## src/inc/aivc_pkg.sv

```systemverilog
// Package for the analog input value checker: modes, codes, timing.
// Assumes a 25 MHz system clock and a 13-bit signed converter sample.
package aivc_pkg;

  // ****************************************
  // Value codes
  // ****************************************
  localparam logic [15:0] AIVC_OVF_VALUE = 16'h7FFF;
  localparam logic [15:0] AIVC_UDF_VALUE = 16'h8001;
  localparam logic [15:0] AIVC_ZERO      = 16'h0000;

  // Error numbers of the class-four messages
  localparam logic [7:0] AIVC_ERR_OVERLOAD  = 8'h04;
  localparam logic [7:0] AIVC_ERR_OPEN      = 8'h09;
  localparam logic [7:0] AIVC_ERR_PLAUSIBLE = 8'h0A;

  // ****************************************
  // Timing
  // ****************************************
  localparam int AIVC_CLK_HZ       = 25000000;
  localparam int AIVC_RETRY_MS     = 1000;
  localparam int AIVC_RETRY_CYCLES = AIVC_CLK_HZ / 1000 * AIVC_RETRY_MS;

  // ****************************************
  // Channel modes
  // ****************************************
  typedef enum logic [2:0] {
    AIVC_M_BIP10, AIVC_M_BIP5, AIVC_M_UNI10, AIVC_M_UNI5,
    AIVC_M_MA4_20, AIVC_M_MA0_20, AIVC_M_DIFF, AIVC_M_OFF
  } aivc_mode_t;

  // Per-channel sample from the front end
  typedef struct packed {
    logic        over;      // Converter above range
    logic        under;     // Converter below range
    logic        plaus;     // Beyond range by 2..3 percent
    logic        over_cur;  // Shunt current too high
    logic        low_cur;   // Current below about 3 mA
    logic [15:0] value;     // Signed scaled value
  } aivc_sample_t;

  // Error message toward the controller
  typedef struct packed {
    logic        error_class_four;
    logic [2:0]  chan;
    logic [7:0]  number;
  } aivc_msg_t;

endpackage

```

## src/verilog/aivc_top.sv

```systemverilog
// Analog input value checker: range codes, shunt guard, differential.
// Assumes samples arrive synchronous to SYS_CLK with a one-cycle valid.
// Function
// Overflow always reports +32767 and underflow -32767 in any case; the even half of a differential pair is parked without its range flags.
// A channel in AIVC_M_OFF publishes no value, so it reports neither code.
// The 0..20 mA mode flags overflow but never underflow.
// With plausibility watch on, a 2..3 percent excess raises error 10.
// Excess current in current modes opens the shunt, reports overflow.
// An open shunt is retried about once a second until current is sane.
// While the shunt guard is active the LED lights and error 4 stored.
// In 4..20 mA a current under about 3 mA is open circuit, underflow.
// With open watch on, open circuit lights the LED and stores error 9.
// Differential mode pairs two adjacent channels into one value.
// The pair value is the higher channel minus the lower channel.
// The pair value is placed at the odd channel of the pair.
// Each value is a signed 16-bit word with bit 15 as sign.
// Voltage modes give overflow above and underflow below the range.
// Each channel mode selects its range checks and error handling.
`timescale 1ns/1ps
module aivc_top
  import aivc_pkg::*;
#(
  parameter int NCH          = 8,
  parameter int RETRY_CYCLES = AIVC_RETRY_CYCLES
)(
  input  wire logic                SYS_CLK,
  input  wire logic                RSTN,
  input  wire aivc_mode_t          MODE [NCH],
  input  wire logic [NCH-1:0]      PLAUS_EN,
  input  wire logic [NCH-1:0]      OPEN_EN,
  input  wire logic                SAMPLE_VALID,
  input  wire logic [2:0]          SAMPLE_CHAN,
  input  wire aivc_sample_t        SAMPLE,
  output logic [NCH-1:0]           SHUNT_ON,
  output logic                     OVL_LED,
  output logic                     IMG_VALID,
  output logic [2:0]               IMG_CHAN,
  output logic [15:0]              IMG_VALUE,
  output logic                     MSG_VALID,
  output aivc_msg_t                MSG
);

  // ****************************************
  // Decode of the incoming sample
  // ****************************************
  localparam int RW = $clog2(RETRY_CYCLES + 1);

  aivc_mode_t  mode;
  wire logic   is_cur;
  wire logic   is_diff;
  wire logic   odd;
  wire logic   shunt_open;
  wire logic   open_ckt;
  wire logic   over_hit;
  wire logic   under_hit;
  wire logic   plaus_hit;
  wire logic   guard_hit;
  logic [15:0] next_value;
  logic [15:0] pair_lo;
  logic [NCH-1:0] guard;
  logic [NCH-1:0] open_flag;
  logic [RW-1:0]  retry_cnt;
  wire logic   retry_tick;
  wire logic [16:0] diff_wide;

  assign mode       = MODE[SAMPLE_CHAN];
  assign is_cur     = (mode == AIVC_M_MA4_20) || (mode == AIVC_M_MA0_20);
  assign is_diff    = (mode == AIVC_M_DIFF);
  assign odd        = SAMPLE_CHAN[0];
  assign shunt_open = is_cur && !SHUNT_ON[SAMPLE_CHAN];
  assign guard_hit  = is_cur && SAMPLE.over_cur;
  // Open circuit only exists where a live zero is offset to 4 mA
  assign open_ckt   = (mode == AIVC_M_MA4_20) && SAMPLE.low_cur;
  assign over_hit   = SAMPLE.over || guard_hit || shunt_open;
  // The 0..20 mA range has no underflow code
  assign under_hit  = (SAMPLE.under && mode != AIVC_M_MA0_20)
                      || open_ckt;
  assign plaus_hit  = PLAUS_EN[SAMPLE_CHAN] && SAMPLE.plaus
                      && (SAMPLE.over || under_hit);
  // Higher minus lower, saturated to the error codes
  assign diff_wide  = {SAMPLE.value[15], SAMPLE.value}
                      - {pair_lo[15], pair_lo};

  // Value selection with overflow taking priority
  always_comb begin
    if (over_hit) begin
      next_value = AIVC_OVF_VALUE;
    end else if (under_hit) begin
      next_value = AIVC_UDF_VALUE;
    end else if (is_diff) begin
      if (diff_wide[16] != diff_wide[15])
        next_value = diff_wide[16] ? AIVC_UDF_VALUE : AIVC_OVF_VALUE;
      else if (diff_wide[15:0] == 16'h8000)
        next_value = AIVC_UDF_VALUE;
      else
        next_value = diff_wide[15:0];
    end else begin
      next_value = SAMPLE.value;
    end
  end

  // ****************************************
  // Input image
  // ****************************************
  // Even half of a pair only parks its value; it is not published
  always_ff @(posedge SYS_CLK or negedge RSTN) begin
    if (!RSTN) begin
      pair_lo   <= AIVC_ZERO;
      IMG_VALID <= 1'b0;
      IMG_CHAN  <= 3'h0;
      IMG_VALUE <= AIVC_ZERO;
    end else begin
      IMG_VALID <= 1'b0;
      if (SAMPLE_VALID && is_diff && !odd) begin
        pair_lo <= SAMPLE.value;
      end else if (SAMPLE_VALID && mode != AIVC_M_OFF) begin
        IMG_VALID <= 1'b1;
        IMG_CHAN  <= SAMPLE_CHAN;
        IMG_VALUE <= next_value;
      end
    end
  end

  // ****************************************
  // Shunt guard and retry
  // ****************************************
  // One shared second tick; a retry may come early by up to one second
  assign retry_tick = (retry_cnt == RW'(RETRY_CYCLES - 1));

  always_ff @(posedge SYS_CLK or negedge RSTN) begin
    if (!RSTN)
      retry_cnt <= '0;
    else if (retry_tick)
      retry_cnt <= '0;
    else
      retry_cnt <= retry_cnt + RW'(1);
  end

  genvar g;
  generate
    for (g = 0; g < NCH; g++) begin : g_ch
      wire logic hit = SAMPLE_VALID && SAMPLE_CHAN == 3'(g);
      always_ff @(posedge SYS_CLK or negedge RSTN) begin
        if (!RSTN) begin
          SHUNT_ON[g]  <= 1'b1;
          guard[g]     <= 1'b0;
          open_flag[g] <= 1'b0;
        end else begin
          if (hit && guard_hit) begin
            SHUNT_ON[g] <= 1'b0;
            guard[g]    <= 1'b1;
          end else if (retry_tick && !SHUNT_ON[g]) begin
            SHUNT_ON[g] <= 1'b1;
          end else if (hit && SHUNT_ON[g]) begin
            guard[g] <= 1'b0;
          end
          if (hit)
            open_flag[g] <= open_ckt && OPEN_EN[g];
        end
      end
      // An open shunt must come back on the shared tick
      a_retry: assert property (@(posedge SYS_CLK)
        disable iff (!RSTN)
        retry_tick && !SHUNT_ON[g] && !(hit && guard_hit) |=> SHUNT_ON[g])
        else $error("shunt not retried");
    end
  endgenerate

  // ****************************************
  // LED and error messages
  // ****************************************
  wire logic [7:0] msg_num = guard_hit ? AIVC_ERR_OVERLOAD
                           : (open_ckt && OPEN_EN[SAMPLE_CHAN])
                             ? AIVC_ERR_OPEN : AIVC_ERR_PLAUSIBLE;
  wire logic msg_hit = guard_hit || plaus_hit
                       || (open_ckt && OPEN_EN[SAMPLE_CHAN]);

  always_ff @(posedge SYS_CLK or negedge RSTN) begin
    if (!RSTN) begin
      OVL_LED   <= 1'b0;
      MSG_VALID <= 1'b0;
      MSG       <= '0;
    end else begin
      OVL_LED   <= |guard || |open_flag;
      MSG_VALID <= SAMPLE_VALID && msg_hit;
      if (SAMPLE_VALID && msg_hit) begin
        MSG.error_class_four <= 1'b1;
        MSG.chan             <= SAMPLE_CHAN;
        MSG.number           <= msg_num;
      end
    end
  end

  // ****************************************
  // Checks
  // ****************************************
  a_over_code: assert property (@(posedge SYS_CLK) disable iff (!RSTN)
    SAMPLE_VALID && SAMPLE.over && mode != AIVC_M_OFF && !(is_diff && !odd)
    |=> IMG_VALID && IMG_VALUE == 16'h7FFF)
    else $error("overflow code missing");
  a_no_under_020: assert property (@(posedge SYS_CLK) disable iff (!RSTN)
    SAMPLE_VALID && mode == AIVC_M_MA0_20 && !SAMPLE.over
    && SHUNT_ON[SAMPLE_CHAN] && !SAMPLE.over_cur |=> IMG_VALUE != 16'h8001)
    else $error("underflow flagged in 0..20 mA");
  a_guard_shunt: assert property (@(posedge SYS_CLK) disable iff (!RSTN)
    SAMPLE_VALID && guard_hit |=> !SHUNT_ON[$past(SAMPLE_CHAN)])
    else $error("shunt not opened");
  a_guard_msg: assert property (@(posedge SYS_CLK) disable iff (!RSTN)
    SAMPLE_VALID && guard_hit |=> MSG_VALID && MSG.number == 8'h04 ##1 OVL_LED)
    else $error("overload message or led missing");
  a_open_under: assert property (@(posedge SYS_CLK) disable iff (!RSTN)
    SAMPLE_VALID && open_ckt && !over_hit |=> IMG_VALUE == 16'h8001)
    else $error("open circuit not underflow");
  a_open_msg: assert property (@(posedge SYS_CLK) disable iff (!RSTN)
    SAMPLE_VALID && open_ckt && OPEN_EN[SAMPLE_CHAN] && !guard_hit
    |=> MSG_VALID && MSG.number == 8'h09)
    else $error("open circuit message missing");
  a_plaus_msg: assert property (@(posedge SYS_CLK) disable iff (!RSTN)
    SAMPLE_VALID && plaus_hit |=> MSG_VALID && MSG.error_class_four)
    else $error("plausibility message missing");
  a_diff_odd: assert property (@(posedge SYS_CLK) disable iff (!RSTN)
    IMG_VALID && MODE[IMG_CHAN] == AIVC_M_DIFF |-> IMG_CHAN[0])
    else $error("pair value at even channel");

endmodule

```

## config.mk

```make
export PLATFORM = sky130hd
export DESIGN_NAME = aivc_top
export DESIGN_NICKNAME = d
export VERILOG_FILES = /design/src/inc/aivc_pkg.sv /design/src/verilog/aivc_top.sv
export SDC_FILE = /design/constraint.sdc
export NUM_CORES = 1
export LEC_CHECK = 0
export CAP_MARGIN = 15
export CORE_MARGIN = 2
export CORE_UTILIZATION = 25
export CTS_CLUSTER_SIZE = 30
export DETAILED_ROUTE_END_ITERATION = 8
export DONT_BUFFER_PORTS = 1
export PLACE_DENSITY_LB_ADDON = 0.3
export SYNTH_ARGS = -nofsm -noshare
export SYNTH_HDL_FRONTEND = slang
export SYNTH_SLANG_ARGS = --single-unit
```

## constraint.sdc

```tcl
create_clock -name SYS_CLK -period 5.15 [get_ports SYS_CLK]
set_clock_uncertainty 0.2 [all_clocks]
set_input_delay 1.03 -clock SYS_CLK [delete_from_list [all_inputs] [get_ports SYS_CLK]]
set_output_delay 1.03 -clock SYS_CLK [all_outputs]
set_load 0.01 [all_outputs]
```

==> flow_summary.json, run 1 <==
{
  "grt.met3_usage": 0.0454,
  "synth.area.top_cells": "dfrtp_1, nor2_1, ha_1",
  "post_cts_buffers": 0,
  "cts_buffer_depth": 2,
  "grt_pass1_vias": 4244,
  "final_net_count": 652,
  "globalRoute.busiestLayer": "met2",
  "wire_per_inst_um": 18.5,
  "ys_top_cells_by_count": "dfrtp_1, nor2_1, nand2_1",
  "start_util": 0.254,
  "hp-class": "in2async",
  "yosysSeqAreaShare": 0.430,
  "die_w_um": 153,
  "peakVddDrop_uv": 168,
  "cts_tree": "done",
  "synth_area_um2": 5550,
  "yosysUniqueCellTypes": 70,
  "crit_type": "in2reg",
  "cts_hold_buf": 0,
  "layout.cells.non_filler": 852,
  "vias": 4203,
  "core_um2": 21800,
  "ys_ff_latch": 95,
  "finalSetupTns_ns": 0,
  "total_power_w": 0.00257,
  "grt_setup_unrepaired": "no",
  "drive_gt1_frac": 0.0946,
  "fillers": 2316,
  "place_ws_ns": 0.996,
  "finalCritPeriodShare": 0.731,
  "maxCapViolCount": 0,
  "grt_max_degree": 96,
  "critPathMaxFanout": 9,
  "clock-root-buffer": "clkbuf_16",
  "die-height_um": 153,
  "maxSlewHeadroom": 0.291,
  "fin_crit_ns": 3.77,
  "synth_top_area_cell": "dfrtp_1",
  "gp_congestion": 0.871,
  "grtUsageMet2": 0.228,
  "multi_input_area_um2": 2930,
  "status": "complete, no violations",
  "setup_viol": 0,
  "antenna_found_initial": 1,
  "required_ns": 5.16,
  "tightest_slew_ns": 1.06,
  "crit_path_start_kind": "input pin",
  "yosysWarnings": 0,
  "vias_per_cell": 4.93,
  "syn_area_per_cell_um2": 9.60,
  "htree_levels": 3,
  "hpwl_mm": 11.8,
  "portBuffers": 0,
  "synth_edf_count": 0,
  "seq_area_um2": 2390,
  "leakagePower_nw": 2.50,
  "placed_cells": 835,
  "detailedRoute.firstPassIterationCount": 4,
  "numCtsBuffers": 9,
  "die_area_um2": 23400,
  "hold_viol": 0,
  "clkSlewWorstSetupHoldPaths_ns": 0.07,
  "grt_pass1_wl_mm": 24.8,
  "grt-ovfl-total": 0,
  "grt.total_usage": 0.136,
  "syn_inst": 578,
  "setup_ws_ns": 1.38,
  "fmax_ghz": 0.266,
  "clock_latency_ns": 0.35,
  "post_cts_resized": 0,
  "ant_nets": 0,
  "async_reset_ff_frac": 1.00,
  "drv_slew": 0,
  "synth_flop_cell": "dfrtp_1",
  "synth_most_common_cell": "dfrtp_1",
  "wirelength_mm": 15.7,
  "drt_iter0_drc": 238,
  "grtUsageMet1": 0.170,
  "powerDensity_nw_per_um2": 423,
  "cts.sinks": 95,
  "end_kind": "flip-flop",
  "drc": 0,
  "design.portCount": 109,
  "arrival_ns": 3.78,
  "syn_to_final_growth_pct": 9.49,
  "synth.top_cell.area_share": 0.392,
  "num_rows": 54
}
-- cell usage in the layout, fill, tap and decap left out, drive strengths merged, types with 6 or more instances in the layout --
master  synthesis  layout
nor2           69      69
dfstp           8       8
a21oi          35      35
dfrtp          87      87
nor4           15      15
nand4          12      12
o21ai          38      38
ha             18      18
nor2b           7       7
nand3b          6       6
nand3          14      14
clkbuf         12       9
nor3            6       6
mux2            9       9
mux2i          13      13
o22ai           7       7
nand2          54      54
xnor2          17      17
inv            28      32
mux4            8       8
a22o           11      11
xor2           19      19
-- power breakdown --
part	internal, W	switching (W)
clock	0.000338	0.000322
combinational	0.000359	0.000531
sequential	0.000892	0.000128
total	0.00159	0.000981
-- cell type report --
| class | instances | share of cell area |
|---|---|---|
| timing repair buffer | 2 | 0.00247 |
| sequential | 95 | 0.393 |
| tap | 280 | 0.0577 |
| multi-input combinational | 430 | 0.482 |
| inverter | 28 | 0.0173 |
| clock buffer | 9 | 0.0371 |
| antenna | 1 | 0.000412 |
| clock inverter | 7 | 0.0103 |
-- logic make-up (layout without fill, tap and decap cells) --
kind of cell               Yosys count  in the layout  share of synthesized area
AOI/OAI and AO/OA                  132            132                      0.158
xor gates and xnor gates            36             36                     0.0602
adders and majority gates           19             19                     0.0442
buffers and inverters               56             46                     0.0483
DFF                                 95             95                      0.430
muxes                               30             30                     0.0742
other                                1              5                   0.000676
and+or+nand+nor                    209            209                      0.184
-- flip-flops by register name (all words and copies together) (netlist names) --
| name | cells |
|---|---|
| pair_lo | 16 |
| guard | 8 |
| OVL_LED | 1 |
| MSG | 8 |
| IMG_VALID | 1 |
| IMG_CHAN | 3 |
| MSG_VALID | 1 |
| SHUNT_ON | 8 |
| open_flag | 8 |
| IMG_VALUE | 16 |
| retry_cnt | 25 |
-- worst paths after layout --
| path | start | to | slack [ns] | depth (start not counted) |
|---|---|---|---|---|
| worst max-delay path | SAMPLE[0] | IMG_VALUE[8]$_DFFE_PN0P_ | 1.38 | 12 |
| worst min-delay path | RSTN | IMG_VALUE[4]$_DFFE_PN0P_ | 0.18 | 0 |
| worst max register to register | pair_lo[0]$_DFFE_PN0P_ | IMG_VALUE[8]$_DFFE_PN0P_ | 1.70 | 11 |
| worst min register to register | retry_cnt[0]$_DFF_PN0_ | retry_cnt[0]$_DFF_PN0_ | 0.28 | 1 |
| max in group asynchronous | RSTN | SHUNT_ON[6]$_DFFE_PN1P_ | 4.34 | 0 |
| min in group SYS_CLK | retry_cnt[0]$_DFF_PN0_ | retry_cnt[0]$_DFF_PN0_ | 0.28 | 1 |
-- critical path, stage by stage --
cell	delay, ns
inv_1	0.08
ha_1	0.15
inv_1	0.05
fa_1	0.40
a21o_1	0.21
a311oi_1	0.36
nor3_1	0.11
nor3_1	0.33
o32a_1	0.42
nand2_1	0.31
a211oi_1	0.28
nor4_1	0.07
-- through the flow --
step | hold WS (ns) | cell area (um2) | util
after floorplan | 0.247 | 5560 | -
after global placement | 0.282 | 5780 | 0.265
after detailed placement | 0.279 | 5780 | 0.265
after CTS | 0.157 | 6070 | 0.278
after global routing | 0.152 | 6070 | 0.278
final | 0.176 | 6070 | 0.278
-- routing by layer --
metal  up-vias  part of all wire
li1       2037                 -
met1      2030              0.43
met2       117              0.49
met3        17             0.075
met4         2             0.012
met5         -           0.00083
Note: power is estimated with default switching activity, not from simulation.
==> run 2: changes to the inputs <==
--- a/config.mk
+++ b/config.mk
@@ -5,6 +5,7 @@
 export SDC_FILE = /design/constraint.sdc
 export NUM_CORES = 1
 export LEC_CHECK = 0
+export ABC_AREA = 1
 export CAP_MARGIN = 15
 export CORE_MARGIN = 2
 export CORE_UTILIZATION = 25
==> constraint.sdc (replaced) <==
create_clock -name SYS_CLK -period 3 [get_ports SYS_CLK]
set_clock_uncertainty 0.2 [all_clocks]
set_input_delay 0.6 -clock SYS_CLK [delete_from_list [all_inputs] [get_ports SYS_CLK]]
set_output_delay 0.6 -clock SYS_CLK [all_outputs]
set_load 0.01 [all_outputs]
==> run 2 against run 1 <==
  * The run now ends with negative hold slack left
  * Sequential cell count stayed put
  * Synthesized area grew 9.4%
  * Sequential share of layout area down 4.3 points
  * Cell count increased by 41%
  * Worst setup slack got worse by 0.98 ns
  * Non-clock buffer count is 15 higher
  * Count of clock-buffer cells in the layout up 1
  * Die area grew 9.1%
  * Hold slack got worse by 0.43 ns
  * Critical endpoint is now IMG_VALUE[3]$_DFFE_PN0P_
  * Wire length increased by 14%
  * Total power up 72%
  * Final area grew 12%
==> flow_summary.json, run 2 <==
{
  "grt_pass1_vias": 5426,
  "finalSetupTns_ns": 0,
  "die-height_um": 160,
  "synth_area_um2": 6070,
  "crit_type": "reg2reg",
  "yosysWarnings": 0,
  "reg_top3": "retry_cnt: 25 flops, IMG_VALUE: 16 flops, pair_lo: 16 flops",
  "setup_viol": 0,
  "die_area_um2": 25500,
  "clock_latency_ns": 0.35,
  "crit_path_start_kind": "flip-flop",
  "largest_reg_flops": 25,
  "vias": 5488,
  "drc": 0,
  "clkSlewWorstSetupHoldPaths_ns": 0.07,
  "yosysSeqAreaShare": 0.393,
  "syn_inst": 860,
  "post_cts_resized": 0,
  "hp-class": "in2async",
  "synth.area.top_cells": "dfrtp_1, nand2_1, inv_1",
  "detailedRoute.firstPassIterationCount": 5,
  "drive_gt1_frac": 0.0840,
  "end_kind": "flip-flop",
  "async_reset_ff_frac": 1.00,
  "htree_levels": 3,
  "grt_max_degree": 96,
  "vias_per_cell": 4.55,
  "final_cell_mix": "nand2_1, inv_1, dfrtp_1, nor2_1, o21ai_0",
  "peakVddDrop_uv": 253,
  "leakagePower_nw": 3.34,
  "tightest_slew_ns": 0.659,
  "arrival_ns": 2.67,
  "drt_iter0_drc": 291,
  "ant_nets": 0,
  "ys_ff_latch": 95,
  "synth.top_cell.area_share": 0.359,
  "synth_flop_cell": "dfrtp_1",
  "synth_edf_count": 0,
  "grt_setup_unrepaired": "no",
  "hold_viol": 95,
  "drv_slew": 0,
  "gp_congestion": 0.918,
  "core_um2": 24100,
  "powerDensity_nw_per_um2": 648,
  "n_antenna_cell": 0,
  "maxSlewHeadroom": 0.557,
  "grt-ovfl-total": 0,
  "numCtsBuffers": 9,
  "syn_area_per_cell_um2": 7.06,
  "critPathMaxFanout": 8,
  "clock-root-buffer": "clkbuf_16",
  "final_util": 0.283,
  "hpwl_mm": 14.2,
  "required_ns": 3.08,
  "ys_top_cells_by_count": "nand2_1, inv_1, dfrtp_1",
  "timing.hold.ws_ns": -0.256,
  "fillers": 2727,
  "antenna_found_initial": 0,
  "portBuffers": 0,
  "wirelength_mm": 18.0,
  "grt_pass1_wl_mm": 29.0,
  "wire_per_inst_um": 14.9,
  "design.portCount": 109,
  "fin_crit_ns": 2.60,
  "synth_top_area_cell": "dfrtp_1",
  "cts_buffer_depth": 2,
  "num_rows": 57,
  "finalCritPeriodShare": 0.866,
  "cts_tree": "done",
  "largest_register": "retry_cnt",
  "grt.total_usage": 0.143,
  "yosysUniqueCellTypes": 49,
  "layout_commonest_cell": "nand2_1",
  "die_w_um": 160,
  "status": "finished with violations",
  "final_net_count": 962,
  "cts.sinks": 95,
  "syn_to_final_growth_pct": 12.4,
  "fmax_ghz": 0.385,
  "synth_most_common_cell": "nand2_1",
  "violations": "negative hold slack",
  "maxCapViolCount": 0,
  "start_util": 0.252,
  "post_cts_buffers": 0
}
-- run 2: changes by cell type in the layout (fill, tap and decap cells not counted), sizes merged, moves of 11 or more --
| cell | previous run | this run |
|---|---|---|
| xnor2 | 17 | 3 |
| xor2 | 19 | 5 |
| nand3 | 14 | 48 |
| inv | 32 | 148 |
| a22o | 11 | 0 |
| nand2 | 54 | 247 |
| a22oi | 2 | 16 |
| nor2 | 69 | 81 |
| buf | 2 | 17 |
| o21ai | 38 | 65 |
| mux2i | 13 | 0 |
-- run 2: logic make-up after synthesis --
family / count (synthesis) / synth area share
other: 1 / 0.000618
AO/OA/AOI/OAI: 143 / 0.134
flip-flops: 95 / 0.393
adder cells (fa/ha/maj): 19 / 0.0404
buffers and inverters: 165 / 0.107
XOR/XNOR: 8 / 0.0115
AND/OR/NAND/NOR: 429 / 0.313
-- run 2: cell type report --
class                   instances  area, um2  share of cell area
repair buffers                 17        128              0.0187
clock buffers                  10        229              0.0336
inverters                     150        564              0.0827
multi-input cells             603       3040               0.446
flip-flops and latches         95       2390               0.350
well taps                     324        405              0.0594
clock inverters                 6       68.8              0.0101
-- run 2: report_power, final --
part           internal (W)  total [W]  leakage, nW  switching [W]
sequential          0.00152    0.00174         1.17       0.000219
clock              0.000652    0.00118        0.143       0.000528
combinational      0.000532    0.00150         2.02       0.000970
-- run 2: worst max-delay path, cell delays in order (launching register included) --
cell,delay [ns]
dfrtp_1,0.34
inv_1,0.05
ha_1,0.33
nand2_1,0.13
inv_1,0.05
a21oi_1,0.25
inv_1,0.08
a21oi_1,0.22
nand2_1,0.10
nand2_1,0.07
nand2_1,0.07
nand2_1,0.10
inv_1,0.12
o21ai_0,0.23
nand2_1,0.08
a21oi_1,0.12
-- run 2: metal layers --
metal,vias to the layer above,part of all wire,global-route usage
li1,2796,-,-
met1,2509,0.44,0.181
met2,160,0.46,0.232
met3,23,0.073,0.0374
met4,0,0.030,0.0581
met5,-,0,0
-- run 2: per-stage QoR --
stage	worst slack [ns]	cells	power, W	hold WS, ns	area [um2]
floorplan	0.241	863	0.00284	0.104	6080
global placement	0.200	1189	0.00326	0.113	6530
detailed placement	0.164	1189	0.00326	0.114	6530
CTS	0.434	1205	0.00447	-0.267	6820
global route	0.0415	1205	0.00479	-0.272	6820
finish	0.403	1205	0.00442	-0.256	6820
-- run 2: path summary, 6_finish.rpt --
path / from / to / slack, ns / depth (start not counted)
worst max-delay path: pair_lo[11]$_DFFE_PN0P_ / IMG_VALUE[3]$_DFFE_PN0P_ / 0.40 / 15
worst min-delay path: RSTN / retry_cnt[12]$_DFF_PN0_ / -0.26 / 0
worst max register to register: pair_lo[11]$_DFFE_PN0P_ / IMG_VALUE[3]$_DFFE_PN0P_ / 0.40 / 15
worst min register to register: retry_cnt[0]$_DFF_PN0_ / retry_cnt[0]$_DFF_PN0_ / 0.27 / 1
max in group asynchronous: RSTN / SHUNT_ON[6]$_DFFE_PN1P_ / 2.64 / 0
min in group SYS_CLK: SAMPLE_CHAN[0] / MSG[8]$_DFFE_PN0P_ / 0.17 / 2
==> run 3: changes to the inputs <==
--- a/config.mk
+++ b/config.mk
@@ -13,6 +13,7 @@
 export DETAILED_ROUTE_END_ITERATION = 8
 export DONT_BUFFER_PORTS = 1
 export PLACE_DENSITY_LB_ADDON = 0.3
+export RECOVER_POWER = 100
 export SYNTH_ARGS = -nofsm -noshare
 export SYNTH_HDL_FRONTEND = slang
 export SYNTH_SLANG_ARGS = --single-unit
==> run 3 against run 2 <==
  * The run still ends with negative hold slack left
  * Global-route usage unchanged
  * Hold slack about the same
  * Worst setup slack got worse by 0.20 ns
  * Total power fell by 0.38%
  * Via count is 0.18% higher
  * Non-clock buffer count is the same
  * Sequential share of layout area grew 0.30 points
  * Wire length increased by 0.26%
  * Die area unchanged
==> flow_summary.json, run 3 (synthesis results as in run 2) <==
{
  "final_net_count": 962,
  "final_cell_mix": "nand2_1, inv_1, dfrtp_1, nor2_1, o21ai_0",
  "hp-class": "in2async",
  "wire_per_inst_um": 15.0,
  "finalCritPeriodShare": 0.934,
  "status": "finished with violations",
  "maxSlewHeadroom": 0.278,
  "critical_path.top_delay_family": "simple AND/OR/NAND/NOR gates",
  "largest_reg_flops": 25,
  "drive_gt1_frac": 0.0568,
  "final_util": 0.281,
  "arrival_ns": 2.84,
  "grt.total_usage": 0.143,
  "vias": 5498,
  "path_common_cell": "nand2_4",
  "hold_viol": 95,
  "crit_type": "in2reg",
  "clkSlewWorstSetupHoldPaths_ns": 0.07,
  "detailedRoute.firstPassIterationCount": 5,
  "crit_path_start_kind": "input pin",
  "grt-ovfl-total": 0,
  "leakagePower_nw": 3.30,
  "numCtsBuffers": 9,
  "grt_pass1_vias": 5426,
  "vias_per_cell": 4.56,
  "core_um2": 24100,
  "end_kind": "flip-flop",
  "timing.hold.ws_ns": -0.256,
  "post_cts_buffers": 0,
  "peakVddDrop_uv": 256,
  "hpwl_mm": 14.2,
  "required_ns": 3.04,
  "wirelength_mm": 18.0,
  "violations": "negative hold slack",
  "gp_congestion": 0.918,
  "finalSetupTns_ns": 0,
  "die_w_um": 160,
  "grt_pass1_wl_mm": 29.0,
  "reg_top3": "retry_cnt: 25 flops, IMG_VALUE: 16 flops, pair_lo: 16 flops",
  "setup_viol": 0,
  "syn_to_final_growth_pct": 11.5,
  "cts_buffer_depth": 2,
  "ant_nets": 0,
  "post_cts_resized": 0,
  "critPathMaxStageDelay_ns": 0.32,
  "clock-root-buffer": "clkbuf_16",
  "fillers": 2741,
  "htree_levels": 3,
  "n_antenna_cell": 0,
  "largest_register": "retry_cnt",
  "design.portCount": 109,
  "start_util": 0.252,
  "critPathMaxFanout": 15,
  "grt_max_degree": 96,
  "cts.sinks": 95,
  "die-height_um": 160,
  "die_area_um2": 25500,
  "antenna_found_initial": 0,
  "grt_setup_unrepaired": "no",
  "path_cells": "inv_2, nand2_4, inv_1, nand2_1, nand3_1, o22ai_1, nand2_4, nor2_1, nand2_1, nand2_4, o21ai_4, nand2_4, or2_1",
  "cpMaxStageDelayCell": "o21ai_4",
  "tightest_slew_ns": 1.07,
  "portBuffers": 0,
  "fmax_ghz": 0.357,
  "drt_iter0_drc": 303,
  "layout_commonest_cell": "nand2_1",
  "clock_latency_ns": 0.35,
  "drv_slew": 0,
  "cp_num_buf_inv": 2,
  "cts_tree": "done",
  "num_rows": 57,
  "powerDensity_nw_per_um2": 651,
  "drc": 0,
  "fin_crit_ns": 2.80,
  "maxCapViolCount": 0
}
run 3: layer usage:
layer / vias to the layer above / wire, um / GRT usage
met4: 0 / 536 / 0.0581
met3: 23 / 1320 / 0.0374
met2: 172 / 8210 / 0.232
met5: - / 0 / 0
met1: 2516 / 7970 / 0.181
li1: 2787 / - / -
run 3: report_power, final:
part           leakage (nW)  switching [W]  internal (W)  total, W
Combinational          1.99       0.000967      0.000528   0.00149
Sequential             1.17       0.000219       0.00151   0.00173
Clock                 0.143       0.000529      0.000652   0.00118
run 3: area by class of cell:
type                    instances  area (um2)  area share
inverters                     150         564      0.0834
well taps                     324         405      0.0599
clock buffers                  10         229      0.0339
clock inverters                 6        68.8      0.0102
flip-flops and latches         95        2390       0.353
multi-input cells             603        3010       0.445
repair buffers                 17         103      0.0152
run 3: through the flow:
step | instance area (um2) | total power (W) | setup slack (ns) | std cells
final | 6760 | 0.00440 | 0.199 | 1205
after detailed placement | 6530 | 0.00326 | 0.164 | 1189
after global placement | 6530 | 0.00326 | 0.200 | 1189
after CTS | 6820 | 0.00447 | 0.434 | 1205
after floorplan | 6080 | 0.00284 | 0.241 | 863
after global routing | 6760 | 0.00477 | 0.0409 | 1205
run 3: final timing paths:
path | startpoint | endpoint | slack, ns | cells after the start
hold / removal | RSTN | retry_cnt[15]$_DFF_PN0_ | -0.26 | 0
max in group asynchronous | RSTN | SHUNT_ON[6]$_DFFE_PN1P_ | 2.64 | 0
setup reg to reg | retry_cnt[0]$_DFF_PN0_ | retry_cnt[13]$_DFF_PN0_ | 0.29 | 8
setup / recovery | SAMPLE_CHAN[0] | MSG[11]$_DFFE_PN0P_ | 0.20 | 13
min in group SYS_CLK | SAMPLE_CHAN[0] | MSG[8]$_DFFE_PN0P_ | 0.16 | 2
hold reg to reg | retry_cnt[0]$_DFF_PN0_ | retry_cnt[0]$_DFF_PN0_ | 0.27 | 1
